===== src/verilog/wdt_defs.vh =====
// constants for the watchdog timer: offsets, fields, reset values, timing
`ifndef WDT_DEFS_VH
`define WDT_DEFS_VH

// ----------------------------------------------------------------
// register offsets
// ----------------------------------------------------------------
`define WDT_RST_CTRL_ADDR 8'hAB
`define WDT_MAIN_CTRL_ADDR 8'hD8
`define WDT_EIE_ADDR 8'hE8
`define WDT_TA_ADDR 8'h9F
`define WDT_EVT_STATUS_ADDR 8'hF8
`define WDT_EVT_MASK_ADDR 8'hF9

// ----------------------------------------------------------------
// field positions
// ----------------------------------------------------------------
`define WDT_RUN_EN_BIT 7
`define WDT_CLEAR_BIT 6
`define WDT_TOFLAG_BIT 5
`define WDT_LOWPWR_BIT 4
`define WDT_RSTCAUSE_BIT 3
`define WDT_PS_MSB 2
`define WDT_PS_LSB 0
`define WDT_RSTEN_BIT 0
`define WDT_WATCHDOG_INTERRUPT_ENABLE_BIT 4
`define WDT_EVT_TIMEOUT 0
`define WDT_EVT_DELAY 1
`define WDT_EVT_COUNT 2

// ----------------------------------------------------------------
// reset values and unlock keys
// ----------------------------------------------------------------
`define WDT_EIE_RESET 8'h00
`define WDT_PS_RESET 3'h0
`define WDT_TA_KEY1 8'hAA
`define WDT_TA_KEY2 8'h55

// ----------------------------------------------------------------
// timing
// ----------------------------------------------------------------
`define WDT_CORE_CLK_PERIOD_NS 20
`define WDT_LS_CLK_PERIOD_NS 100000
`define WDT_TICK_CYCLES (`WDT_LS_CLK_PERIOD_NS / `WDT_CORE_CLK_PERIOD_NS)
`define WDT_BASE_TICKS 64
`define WDT_RST_DELAY_TICKS 512

`endif


===== src/verilog/wdt_tick_div.v =====
// divider making the low-speed watchdog clock enable from the core clock
`timescale 1ns/1ns
module wdt_tick_div #(
    parameter DIV = 5000
) (
    input wire clk_i,
    input wire rst_n_i,
    output reg tick_o
);

localparam CW = $clog2(DIV);
localparam [31:0] LAST_FULL = DIV - 1;
localparam [CW-1:0] LAST = LAST_FULL[CW-1:0];

reg [CW-1:0] cnt;

// free-running count, one pulse per low-speed period
always @(posedge clk_i) begin
    if (!rst_n_i) begin
        cnt <= {CW{1'b0}};
        tick_o <= 1'b0;
    end else if (cnt == LAST) begin
        cnt <= {CW{1'b0}};
        tick_o <= 1'b1;
    end else begin
        cnt <= cnt + {{(CW-1){1'b0}}, 1'b1};
        tick_o <= 1'b0;
    end
end

endmodule // wdt_tick_div


===== src/verilog/wdt_event_flags.v =====
// sticky event status with write-one-to-clear, mask and level interrupt
`timescale 1ns/1ns
module wdt_event_flags #(
    parameter N = 3
) (
    input wire clk_i,
    input wire rst_n_i,
    input wire [N-1:0] evt_i,
    input wire wr_status_i,
    input wire wr_mask_i,
    input wire [N-1:0] wdata_i,
    output wire [N-1:0] status_o,
    output wire [N-1:0] mask_o,
    output reg irq_o
);

reg [N-1:0] status;
reg [N-1:0] mask;

genvar g;
generate
    for (g = 0; g < N; g = g + 1) begin : g_flag
        // set wins over a clear in the same cycle
        always @(posedge clk_i) begin
            if (!rst_n_i) begin
                status[g] <= 1'b0;
            end else if (evt_i[g]) begin
                status[g] <= 1'b1;
            end else if (wr_status_i && wdata_i[g]) begin
                status[g] <= 1'b0;
            end
        end
    end
endgenerate

// mask register and interrupt level
always @(posedge clk_i) begin
    if (!rst_n_i) begin
        mask <= {N{1'b0}};
        irq_o <= 1'b0;
    end else begin
        if (wr_mask_i) begin
            mask <= wdata_i;
        end
        irq_o <= |(status & mask);
    end
end

assign status_o = status;
assign mask_o = mask;

endmodule // wdt_event_flags


===== src/verilog/watchdog_timer.v =====
// watchdog timer with time-out flag, delayed system reset and timed-access protection
//
// Behaviour
// - writing one to counter-clear zeroes the counter; the bit clears itself.
// - clearing run-enable stops the timer and clears the counter.
// - with run-enable set the counter advances on each low-speed tick.
// - period-select picks 64 ticks times 1,2,8,16,32,64,128,256.
// - each elapsed interval sets the time-out flag in hardware.
// - interrupt request from the flag only while its enable bit is set.
// - with reset enabled, 512 ticks after time-out without clear, system reset.
// - reset-enable bit turns the watchdog reset function off or on.
// - reset-cause flag: zero at power-on, set by watchdog reset, software clears.
// - low-power-run zero halts counting in idle or power down.
// - counter is cleared on entry into and wake from idle or power down.
// - every reset loads run-enable with the inverse configuration bit.
// - low-power-run and period-select clear at power-on, kept otherwise.
// - reset-enable clears at power-on, kept through other resets.
// - both watchdog control registers accept writes only after unlock.
// - counter runs from a nominal 10 kHz low-speed clock.
// - a completed interval also wakes the system from low power.
//
// Decided for this implementation: the address-and-strobe port.
`timescale 1ns/1ns
`include "wdt_defs.vh"
module watchdog_timer #(
    parameter TICK_DIV = `WDT_TICK_CYCLES,
    parameter CNT_W = 15,
    parameter DLY_W = 10
) (
    input wire CORE_CLK_I,
    input wire RSTN_I,
    input wire POR_I,
    input wire CFG_WDT_DISABLE_I,
    input wire IDLE_I,
    input wire PDOWN_I,
    input wire [7:0] ADDR_I,
    input wire [7:0] WDATA_I,
    input wire WR_I,
    input wire RD_I,
    output reg [7:0] RDATA_O,
    output reg IRQ_O,
    output reg WAKE_O,
    output reg SYS_RESET_O
);

// ----------------------------------------------------------------
// constants
// ----------------------------------------------------------------
localparam [2:0] TA_IDLE = 3'b001;
localparam [2:0] TA_KEY1 = 3'b010;
localparam [2:0] TA_OPEN = 3'b100;
// full-width copies first, then cut to the counter widths on purpose
localparam [31:0] DLY_LAST_FULL = `WDT_RST_DELAY_TICKS - 1;
localparam [31:0] BASE_FULL = `WDT_BASE_TICKS;
localparam [DLY_W-1:0] DLY_LAST = DLY_LAST_FULL[DLY_W-1:0];
localparam [CNT_W-1:0] BASE = BASE_FULL[CNT_W-1:0];
localparam [CNT_W-1:0] ONE = {{(CNT_W-1){1'b0}}, 1'b1};
localparam EVT_N = 3;

// interval length in ticks for a period-select code
// there is no 4x step: code 2 jumps straight to 8x
function [CNT_W-1:0] period_ticks;
    input [2:0] code;
    begin
        case (code)
            3'h0: period_ticks = BASE;
            3'h1: period_ticks = BASE << 1;
            3'h2: period_ticks = BASE << 3;
            3'h3: period_ticks = BASE << 4;
            3'h4: period_ticks = BASE << 5;
            3'h5: period_ticks = BASE << 6;
            3'h6: period_ticks = BASE << 7;
            default: period_ticks = BASE << 8;
        endcase
    end
endfunction

// ----------------------------------------------------------------
// state
// ----------------------------------------------------------------
reg run_enable;
reg run_in_low_power;
reg [2:0] period_select;
reg timeout_interrupt_flag;
reg watchdog_reset_cause_flag;
reg reset_function_enable;
reg [7:0] extended_interrupt_enable;
reg [CNT_W-1:0] count;
reg delay_active;
reg [DLY_W-1:0] delay_count;
reg low_power_prev;
reg [2:0] ta_state;

wire tick;
wire [EVT_N-1:0] evt_status;
wire [EVT_N-1:0] evt_mask;
wire evt_irq;

// ----------------------------------------------------------------
// low-speed clock enable
// ----------------------------------------------------------------
// one pulse per low-speed period stands in for the RC clock
wdt_tick_div #(
    .DIV(TICK_DIV)
) u_tick (
    .clk_i(CORE_CLK_I),
    .rst_n_i(RSTN_I),
    .tick_o(tick)
);

// ----------------------------------------------------------------
// bus decode and timed access
// ----------------------------------------------------------------
// unlock state opens the protected registers for one write
// reads never move the unlock state, only writes do
wire ta_open = (ta_state == TA_OPEN);
wire wr_main = WR_I && (ADDR_I == `WDT_MAIN_CTRL_ADDR) && ta_open;
wire wr_rstc = WR_I && (ADDR_I == `WDT_RST_CTRL_ADDR) && ta_open;
wire wr_eie = WR_I && (ADDR_I == `WDT_EIE_ADDR);
wire wr_ta = WR_I && (ADDR_I == `WDT_TA_ADDR);
wire wr_evt_status = WR_I && (ADDR_I == `WDT_EVT_STATUS_ADDR);
wire wr_evt_mask = WR_I && (ADDR_I == `WDT_EVT_MASK_ADDR);

// any write other than the key sequence locks again
always @(posedge CORE_CLK_I) begin
    if (!RSTN_I) begin
        ta_state <= TA_IDLE;
    end else if (WR_I) begin
        case (ta_state)
            TA_KEY1: begin
                if (wr_ta && WDATA_I == `WDT_TA_KEY2) begin
                    ta_state <= TA_OPEN;
                end else if (wr_ta && WDATA_I == `WDT_TA_KEY1) begin
                    ta_state <= TA_KEY1;
                end else begin
                    ta_state <= TA_IDLE;
                end
            end
            // open or idle: any write consumes the unlock
            default: begin
                if (wr_ta && WDATA_I == `WDT_TA_KEY1) begin
                    ta_state <= TA_KEY1;
                end else begin
                    ta_state <= TA_IDLE;
                end
            end
        endcase
    end
end

// ----------------------------------------------------------------
// counting conditions
// ----------------------------------------------------------------
// low power covers both idle and power down
// entry and wake both clear, so a long sleep leaves no stale count
wire low_power = IDLE_I | PDOWN_I;
wire low_power_edge = low_power ^ low_power_prev;
wire clear_write = wr_main && WDATA_I[`WDT_CLEAR_BIT];
wire disable_write = wr_main && !WDATA_I[`WDT_RUN_EN_BIT];
wire count_clear = clear_write || disable_write || !run_enable || low_power_edge;
wire run_gate = run_enable && (!low_power || run_in_low_power);
wire counting = run_gate && tick;
wire [CNT_W-1:0] limit = period_ticks(period_select);
// a clear in the same cycle wins over the interval end
wire timeout = counting && !count_clear && (count == limit - ONE);

// ----------------------------------------------------------------
// watchdog counter
// ----------------------------------------------------------------
// restarts after each interval so the flag repeats periodically
// edge detector resets to the idle level, so no false edge follows reset
always @(posedge CORE_CLK_I) begin
    if (!RSTN_I) begin
        count <= {CNT_W{1'b0}};
        low_power_prev <= 1'b0;
    end else begin
        low_power_prev <= low_power;
        if (count_clear) begin
            count <= {CNT_W{1'b0}};
        end else if (timeout) begin
            count <= {CNT_W{1'b0}};
        end else if (counting) begin
            count <= count + ONE;
        end
    end
end

// ----------------------------------------------------------------
// reset delay
// ----------------------------------------------------------------
// last gated tick of the window with nothing cancelling it
wire reset_fire = delay_active && run_gate && tick && (delay_count == DLY_LAST) && !count_clear &&
    reset_function_enable;

// clearing the counter in the window cancels the pending reset
// a second time-out inside the window does not restart it
always @(posedge CORE_CLK_I) begin
    if (!RSTN_I) begin
        delay_active <= 1'b0;
        delay_count <= {DLY_W{1'b0}};
        SYS_RESET_O <= 1'b0;
    end else begin
        SYS_RESET_O <= 1'b0;
        if (count_clear || !reset_function_enable) begin
            delay_active <= 1'b0;
            delay_count <= {DLY_W{1'b0}};
        end else if (delay_active) begin
            if (run_gate && tick) begin
                if (delay_count == DLY_LAST) begin
                    delay_active <= 1'b0;
                    SYS_RESET_O <= 1'b1;
                end else begin
                    delay_count <= delay_count + {{(DLY_W-1){1'b0}}, 1'b1};
                end
            end
        end else if (timeout) begin
            delay_active <= 1'b1;
            delay_count <= {DLY_W{1'b0}};
        end
    end
end

// ----------------------------------------------------------------
// control registers
// ----------------------------------------------------------------
// power-on clears retained fields; other resets keep them
// run-enable reloads on every reset, power-on or not
always @(posedge CORE_CLK_I) begin
    if (!RSTN_I) begin
        run_enable <= ~CFG_WDT_DISABLE_I;
        timeout_interrupt_flag <= 1'b0;
        extended_interrupt_enable <= `WDT_EIE_RESET;
        if (POR_I) begin
            run_in_low_power <= 1'b0;
            period_select <= `WDT_PS_RESET;
            reset_function_enable <= 1'b0;
            watchdog_reset_cause_flag <= 1'b0;
        end
    end else begin
        if (wr_main) begin
            run_enable <= WDATA_I[`WDT_RUN_EN_BIT];
            run_in_low_power <= WDATA_I[`WDT_LOWPWR_BIT];
            period_select <= WDATA_I[`WDT_PS_MSB:`WDT_PS_LSB];
        end
        // hardware set wins over a software write
        if (timeout) begin
            timeout_interrupt_flag <= 1'b1;
        end else if (wr_main) begin
            timeout_interrupt_flag <= WDATA_I[`WDT_TOFLAG_BIT];
        end
        // cause flag set as the watchdog reset goes out
        if (reset_fire) begin
            watchdog_reset_cause_flag <= 1'b1;
        end else if (wr_main) begin
            watchdog_reset_cause_flag <= WDATA_I[`WDT_RSTCAUSE_BIT];
        end
        if (wr_rstc) begin
            reset_function_enable <= WDATA_I[`WDT_RSTEN_BIT];
        end
        if (wr_eie) begin
            extended_interrupt_enable <= WDATA_I;
        end
    end
end

// ----------------------------------------------------------------
// event flags and interrupt
// ----------------------------------------------------------------
wire [EVT_N-1:0] evt_in;
assign evt_in[`WDT_EVT_TIMEOUT] = timeout;
// delay event marks the arming only, not repeats inside the window
assign evt_in[`WDT_EVT_DELAY] = timeout && reset_function_enable && !delay_active;
assign evt_in[`WDT_EVT_COUNT] = clear_write;

// sticky events with their own mask
wdt_event_flags #(
    .N(EVT_N)
) u_evt (
    .clk_i(CORE_CLK_I),
    .rst_n_i(RSTN_I),
    .evt_i(evt_in),
    .wr_status_i(wr_evt_status),
    .wr_mask_i(wr_evt_mask),
    .wdata_i(WDATA_I[EVT_N-1:0]),
    .status_o(evt_status),
    .mask_o(evt_mask),
    .irq_o(evt_irq)
);

// interrupt level and wake pulse
// flag path and event path share the one level output
always @(posedge CORE_CLK_I) begin
    if (!RSTN_I) begin
        IRQ_O <= 1'b0;
        WAKE_O <= 1'b0;
    end else begin
        IRQ_O <= (timeout_interrupt_flag && extended_interrupt_enable[`WDT_WATCHDOG_INTERRUPT_ENABLE_BIT]) || evt_irq;
        WAKE_O <= timeout;
    end
end

// ----------------------------------------------------------------
// read back
// ----------------------------------------------------------------
// read image of the main control register, clear bit always zero
wire [7:0] main_image = {run_enable, 1'b0, timeout_interrupt_flag, run_in_low_power,
                         watchdog_reset_cause_flag, period_select};

// data stands one cycle after the strobe, zero otherwise
always @(posedge CORE_CLK_I) begin
    if (!RSTN_I) begin
        RDATA_O <= 8'h00;
    end else if (RD_I) begin
        case (ADDR_I)
            `WDT_MAIN_CTRL_ADDR: begin
                RDATA_O <= main_image;
            end
            `WDT_RST_CTRL_ADDR: begin
                RDATA_O <= {7'h00, reset_function_enable};
            end
            `WDT_EIE_ADDR: begin
                RDATA_O <= extended_interrupt_enable;
            end
            `WDT_TA_ADDR: begin
                RDATA_O <= 8'h00; // unlock keys never read back
            end
            `WDT_EVT_STATUS_ADDR: begin
                RDATA_O <= {5'h00, evt_status};
            end
            `WDT_EVT_MASK_ADDR: begin
                RDATA_O <= {5'h00, evt_mask};
            end
            default: begin
                RDATA_O <= 8'h00;
            end
        endcase
    end else begin
        RDATA_O <= 8'h00;
    end
end

endmodule // watchdog_timer


===== config.mk =====
export PLATFORM = sky130hd
export DESIGN_NAME = watchdog_timer
export DESIGN_NICKNAME = d
export VERILOG_FILES = /design/src/verilog/wdt_tick_div.v /design/src/verilog/wdt_event_flags.v /design/src/verilog/watchdog_timer.v
export VERILOG_INCLUDE_DIRS = /design/src /design/src/verilog
export SDC_FILE = /design/constraint.sdc
export NUM_CORES = 1
export LEC_CHECK = 0
export BUFFER_PORTS_ARGS = -buffer_cell sky130_fd_sc_hd__buf_2
export CAP_MARGIN = 30
export CORE_MARGIN = 1
export CORE_UTILIZATION = 53
export DETAILED_ROUTE_END_ITERATION = 6
export PLACE_DENSITY = 0.77
export SYNTH_ARGS = -nofsm -noshare
export SYNTH_HDL_FRONTEND = slang
export SYNTH_SLANG_ARGS = --single-unit

===== constraint.sdc =====
create_clock -name CORE_CLK_I -period 3.29 [get_ports CORE_CLK_I]
set_clock_uncertainty 0.2 [all_clocks]
set_input_delay 0.8225 -clock CORE_CLK_I [delete_from_list [all_inputs] [get_ports CORE_CLK_I]]
set_output_delay 0.8225 -clock CORE_CLK_I [all_outputs]
set_load 0.05 [all_outputs]

Word-level counts from Yosys, hierarchy flattened
Index checks and enable logic that the tools add are counted.
Word-level totals
  logic and storage cells: 150
  input bits: 24
  register bits after elaboration: 78
  output and inout port bits: 11
Cells by class
  equal/unequal tests: 24
  mux-type cells: 36
  bitwise gates (word level): 7
  add/subtract/negate cells: 4
  reductions and logical operators: 56
Operator list (count)
  $pmux 15 s7: 1
  $eq 8x8->1 const B: 7
  $mux 10: 4
  $pmux 8 s5: 1
  $logic_and 1x1->1: 27
  $mux 1: 24
  $add 15x1->15 const B: 1
  $eq 15x15->1: 1
  $mux 3: 5
  $sub 15x1->15 const B: 1
  $add 13x1->13 const B: 1
  $eq 13x13->1 const B: 1
  $eq 3x3->1 const B: 4
  $reduce_bool 2->1: 6
  $add 10x1->10 const B: 1
  $eq 10x9->1 const B: 1
  $eq 3x2->1 const B: 3
  $eq 8x7->1 const B: 1
  $reduce_and 2->1: 4
  $logic_not 1->1: 6
  $logic_or 1x1->1: 6
  $ne 2x1->1 const B: 3
  $reduce_or 3->1: 2
  $not 1->1: 4
  11 further kinds: 12

Depth between registers and ports, before layout
  depth in word-level cells: 13
  mapped depth: 11
  gate-level depth less buffers: 9

Hierarchy
From an unflattened synthesis, not the netlist that was laid out.
Second synthesis, totals
  cells, all modules: 404
  area, all modules: 3794.9 um^2
Modules (own cells, without submodules)
  watchdog_timer: times used 1, area each 2930.3 um^2, sequential area each 1211.2 um^2, cells an instance 317
  wdt_tick_div: times used 1, area each 614.3 um^2, sequential area each 280.3 um^2, cells an instance 66
  wdt_event_flags: times used 1, area each 250.2 um^2, sequential area each 140.1 um^2, cells an instance 21

Worst setup path before layout
OpenSTA, ideal clock, no wires.
  kind: input to register
  start: input PDOWN_I
  end: register delay_count[8]
  library setup time: 0.070 ns
  path slack: 0.022 ns
  arrival time: 2.999 ns
  required time: 3.020 ns
  buffers on the path: 1
  stages on the path: 8
  path through: o21ba_2 nor3_4 nand4_2 or4b_1 buf_2 o31a_1 or4b_1 a21oi_1
On the way
  longest elaborated chain between the ends: 9
  elaborated cells on any way between the ends: 15
  classes of those cells: eq/ne: 1; bitwise: 2; reduce/logical: 12
RTL lines
  start, declared: line watchdog_timer.v:35  | input wire PDOWN_I,
  $or 1x1->1 (*): line watchdog_timer.v:156  | wire low_power = IDLE_I | PDOWN_I;
  $logic_not 1->1: line watchdog_timer.v:161  | wire run_gate = run_enable && (!low_power || run_in_low_power);
  $logic_or 1x1->1: line watchdog_timer.v:161
  $logic_and 1x1->1: line watchdog_timer.v:161
  $logic_and 1x1->1: line watchdog_timer.v:162, watchdog_timer.v:208
  $logic_and 1x1->1 (2 in series): line watchdog_timer.v:165  | wire timeout = counting && !count_clear && (count == limit - ONE);
  $reduce_bool 2->1 (no source line)
  $reduce_and 3->1 (no source line)
  end signal, assigned: line watchdog_timer.v:200  | delay_count <= {DLY_W{1'b0}};
  end signal, assigned: line watchdog_timer.v:206  | delay_count <= {DLY_W{1'b0}};
  end signal, assigned: line watchdog_timer.v:213  | delay_count <= delay_count + {{(DLY_W-1){1'b0}}, 1'b1};
  end, declared: line watchdog_timer.v:90  | reg [DLY_W-1:0] delay_count;
Mark *: on every way between the ends. The rest lies on a longest branch, timed or not.
A chain may end at the register's enable or synchronous reset.

Worst setup path in the final report
Same ends and word-level chain as after synthesis.

==> flow_metrics.tcl <==
set metrics [dict create \
    layout_worst_path_cycle_share_pct 92.5 \
    grt_pass1_wl_um 13300 \
    grt_pass1_vias 2897 \
    cp_data_required_time_ns 3.37 \
    cpMaxStageDelayCell "or4b_1" \
    firstDrtPassIters 7 \
    r2r_cells 8 \
    final-hold-violation-count 0 \
    cts_sinks 78 \
    end_kind "flop" \
    clk_latency_ns 0.35 \
    r2r_start "period_select[1]" \
    ctsResizeCount 0 \
    rr_endpoint "delay_count[8]" \
    setup_slack_ns 0.246 \
    synthTopCellsByArea "dfxtp_1, nor2_1, edfxtp_1, nand2_1, xor2_1" \
    cpPeakStageDelay_ns 0.54 \
    fin_tns_setup_ns 0 \
    yosysTopAreaCellShare_pct 39.0 \
    drv_cap 0 \
    syn2layout_area_growth_pct 14.1 \
    h-tree-depth 3 \
    vias_per_cell 5.73 \
    drc_errors 0 \
    post_cts.repair.setup_buffers 0 \
    vias 3186 \
    gp_congestion 0.876 \
    final_util_pct 64.0 \
    power.density_mw_per_mm2 447 \
    grt_use_total_pct 23.5 \
    floorplan.initialDensity_pct 56.1 \
    vdd_ir_drop_max_mv 0.347 \
    holdBufCountCts 0 \
    synth-main-ff-cell "dfxtp_1" \
    crit_path_max_fanout 10 \
    synth_cell_types 56 \
    drv_slew 0 \
    diodes 0 \
    cpMostUsedCell "or4b_1" \
    clockBufferDepth 2 \
    core_area_sq_mm 0.00649 \
    worstPathArrival_ns 3.12 \
    cts_made_buffers 9 \
    grt_max_degree 29 \
    crit_start "PDOWN_I" \
    p_leak_nw 1.50 \
    total_power_mw 1.86 \
    rows 29 \
    clockRootBuffer "clkbuf_8" \
    slew_headroom_pct 54.6 \
    worst-setup-path-type "in2reg" \
    post-place-ws_ns -0.0982 \
    synth_top_cell_by_area "dfxtp_1" \
    initialDrtViolationCount 182 \
    die_w_um 84.9 \
    worst_pin_slew_ns 0.678 \
    path_clk_slew_ns 0.08 \
    grt_antenna_before_repair 0 \
    regToRegSetupSlack_ns 0.27 \
    synth_seq_cells 78 \
    post_synth.cell_area_avg_sq_um 8.43 \
    die-area_sq_mm 0.00721 \
    layout_min_cycle_time_ns 3.04 \
    start_kind "primary input" \
    clock.fmax_mhz 329 \
    setup_viol 0 \
    ios 35 \
    grt_setup_unrepaired "no" \
    cts_tree "done" \
    outcome "finished, final reports clean" \
    hpwl_um 5760 \
    synth_edf_count 7 \
    drt-total-wl_um 7930 \
    die_y_um 84.9 \
    synth.cell_area_sq_mm 0.00364 \
    syn_inst 432 \
    drive_above_1_share_pct 16.9 \
    nFillCells 548 \
    synth_seq_area_share_pct 44.8 \
    wl_per_cell_um 14.3 \
    yosys_warnings 0 \
    num-nets-final 502 \
    syn_nets 460 \
    postRouteAntennaNets 0 \
    globalRouteOverflowTotal 0 \
    hp-class "reg2reg" \
    async_flop_share_pct 0 \
    endpoint "delay_count[8]" \
    place.port_buffers 34 \
    crit_chain "buf_2 -> o21ba_2 -> nor3_4 -> nand4_2 -> or4b_1 -> o31a_1 -> or4b_1 -> a21oi_1" \
]
## cells in the mapped netlist (3+ instances only)
cell type	n
a21oi_1	33
a22oi_1	8
a31oi_1	3
and2_1	4
and3_1	5
buf_1	4
buf_2	6
clkbuf_1	6
dfxtp_1	71
edfxtp_1	7
ha_1	4
inv_1	10
mux2_2	3
nand2_1	52
nand2b_1	7
nand3_1	17
nand4_1	9
nor2_1	68
nor3_1	11
nor4_1	4
o211ai_1	5
o21ai_0	12
o31ai_1	3
or2_2	6
or4_1	3
or4b_1	4
xnor2_1	12
xor2_1	20
## routing by layer
layer | part of all wire [%] | vias to the layer above | GRT usage [%]
met5 | 0 | - | 0
met4 | 1.9 | 0 | 8.01
met3 | 5.6 | 14 | 6.81
met2 | 47 | 92 | 38.4
met1 | 45 | 1493 | 30.0
li1 | - | 1587 | -
## through the flow
stage          instances  hold WS (ns)  cell area, sq um
2_1_floorplan        432         0.210              3640
3_3_place_gp         540         0.222              3940
3_5_place_dp         540         0.230              3940
4_1_cts              556         0.253              4160
5_1_grt              556         0.280              4160
6_report             556         0.249              4160
## worst max-delay path, delay by kind of cell
family | cells | cell delay, ns
simple gates | 4 | 1.37
compound gates | 3 | 0.81
buf+inv | 1 | 0.10
## worst min-delay path by stage
stage,slack [ns],endpoint,from,depth (start not counted)
global route,0.28,RDATA_O[6],extended_interrupt_enable[6],2
detailed placement,0.23,RDATA_O[6],extended_interrupt_enable[6],2
global placement,0.22,RDATA_O[6],extended_interrupt_enable[6],2
CTS,0.25,RDATA_O[6],extended_interrupt_enable[6],2
floorplan,0.21,RDATA_O[6],extended_interrupt_enable[6],2
finish,0.25,RDATA_O[6],extended_interrupt_enable[6],2
## state kept, by name, summed over array words and instances, names as in the netlist, 3 cells and up
signal                     cells
RDATA_O                        8
count                         15
period_select                  3
ta_state                       3
u_tick.cnt                    13
delay_count                   10
extended_interrupt_enable      8
u_evt.status_o                 3
u_evt.mask_o                   3
## area by class of cell
class                      instances  area, sq um  area share [%]
clock inverter                     2         38.8           0.933
inverter                          11         41.3           0.993
tap                               77         96.3            2.32
clock buffer                      14          184            4.42
sequential                        78         1630            39.2
timing repair buffer              49          283            6.80
multi-input combinational        325         1880            45.3
## cell usage in the layout (no fill, tap or decap), drive strengths merged, types with 4 or more instances in the layout
| master | n |
|---|---|
| inv | 11 |
| o211ai | 5 |
| or3 | 4 |
| or4b | 4 |
| buf | 49 |
| nor4 | 5 |
| nand4 | 10 |
| edfxtp | 7 |
| dfxtp | 71 |
| o21ai | 12 |
| or2 | 6 |
| xnor2 | 12 |
| a21oi | 33 |
| and2 | 4 |
| nand3 | 17 |
| clkbuf | 14 |
| and3 | 5 |
| xor2 | 20 |
| nand2 | 52 |
| nor2 | 68 |
| ha | 4 |
| nor3 | 13 |
| a22oi | 8 |
| nand2b | 7 |
## logic make-up after synthesis
group,after synthesis,share of synthesized area (%)
simple gates,205,27.7
compound gates,79,13.5
mux,5,1.48
buf+inv,29,3.50
flops,78,44.8
xor+xnor,32,7.69
fa+ha+maj,4,1.37
## power by group
part           switching (mW)  internal (mW)
registers             0.00969          0.968
logic                  0.0639         0.0416
clock network           0.334          0.440
total                   0.407           1.45
No activity file was read; power rests on OpenSTA's default activity.
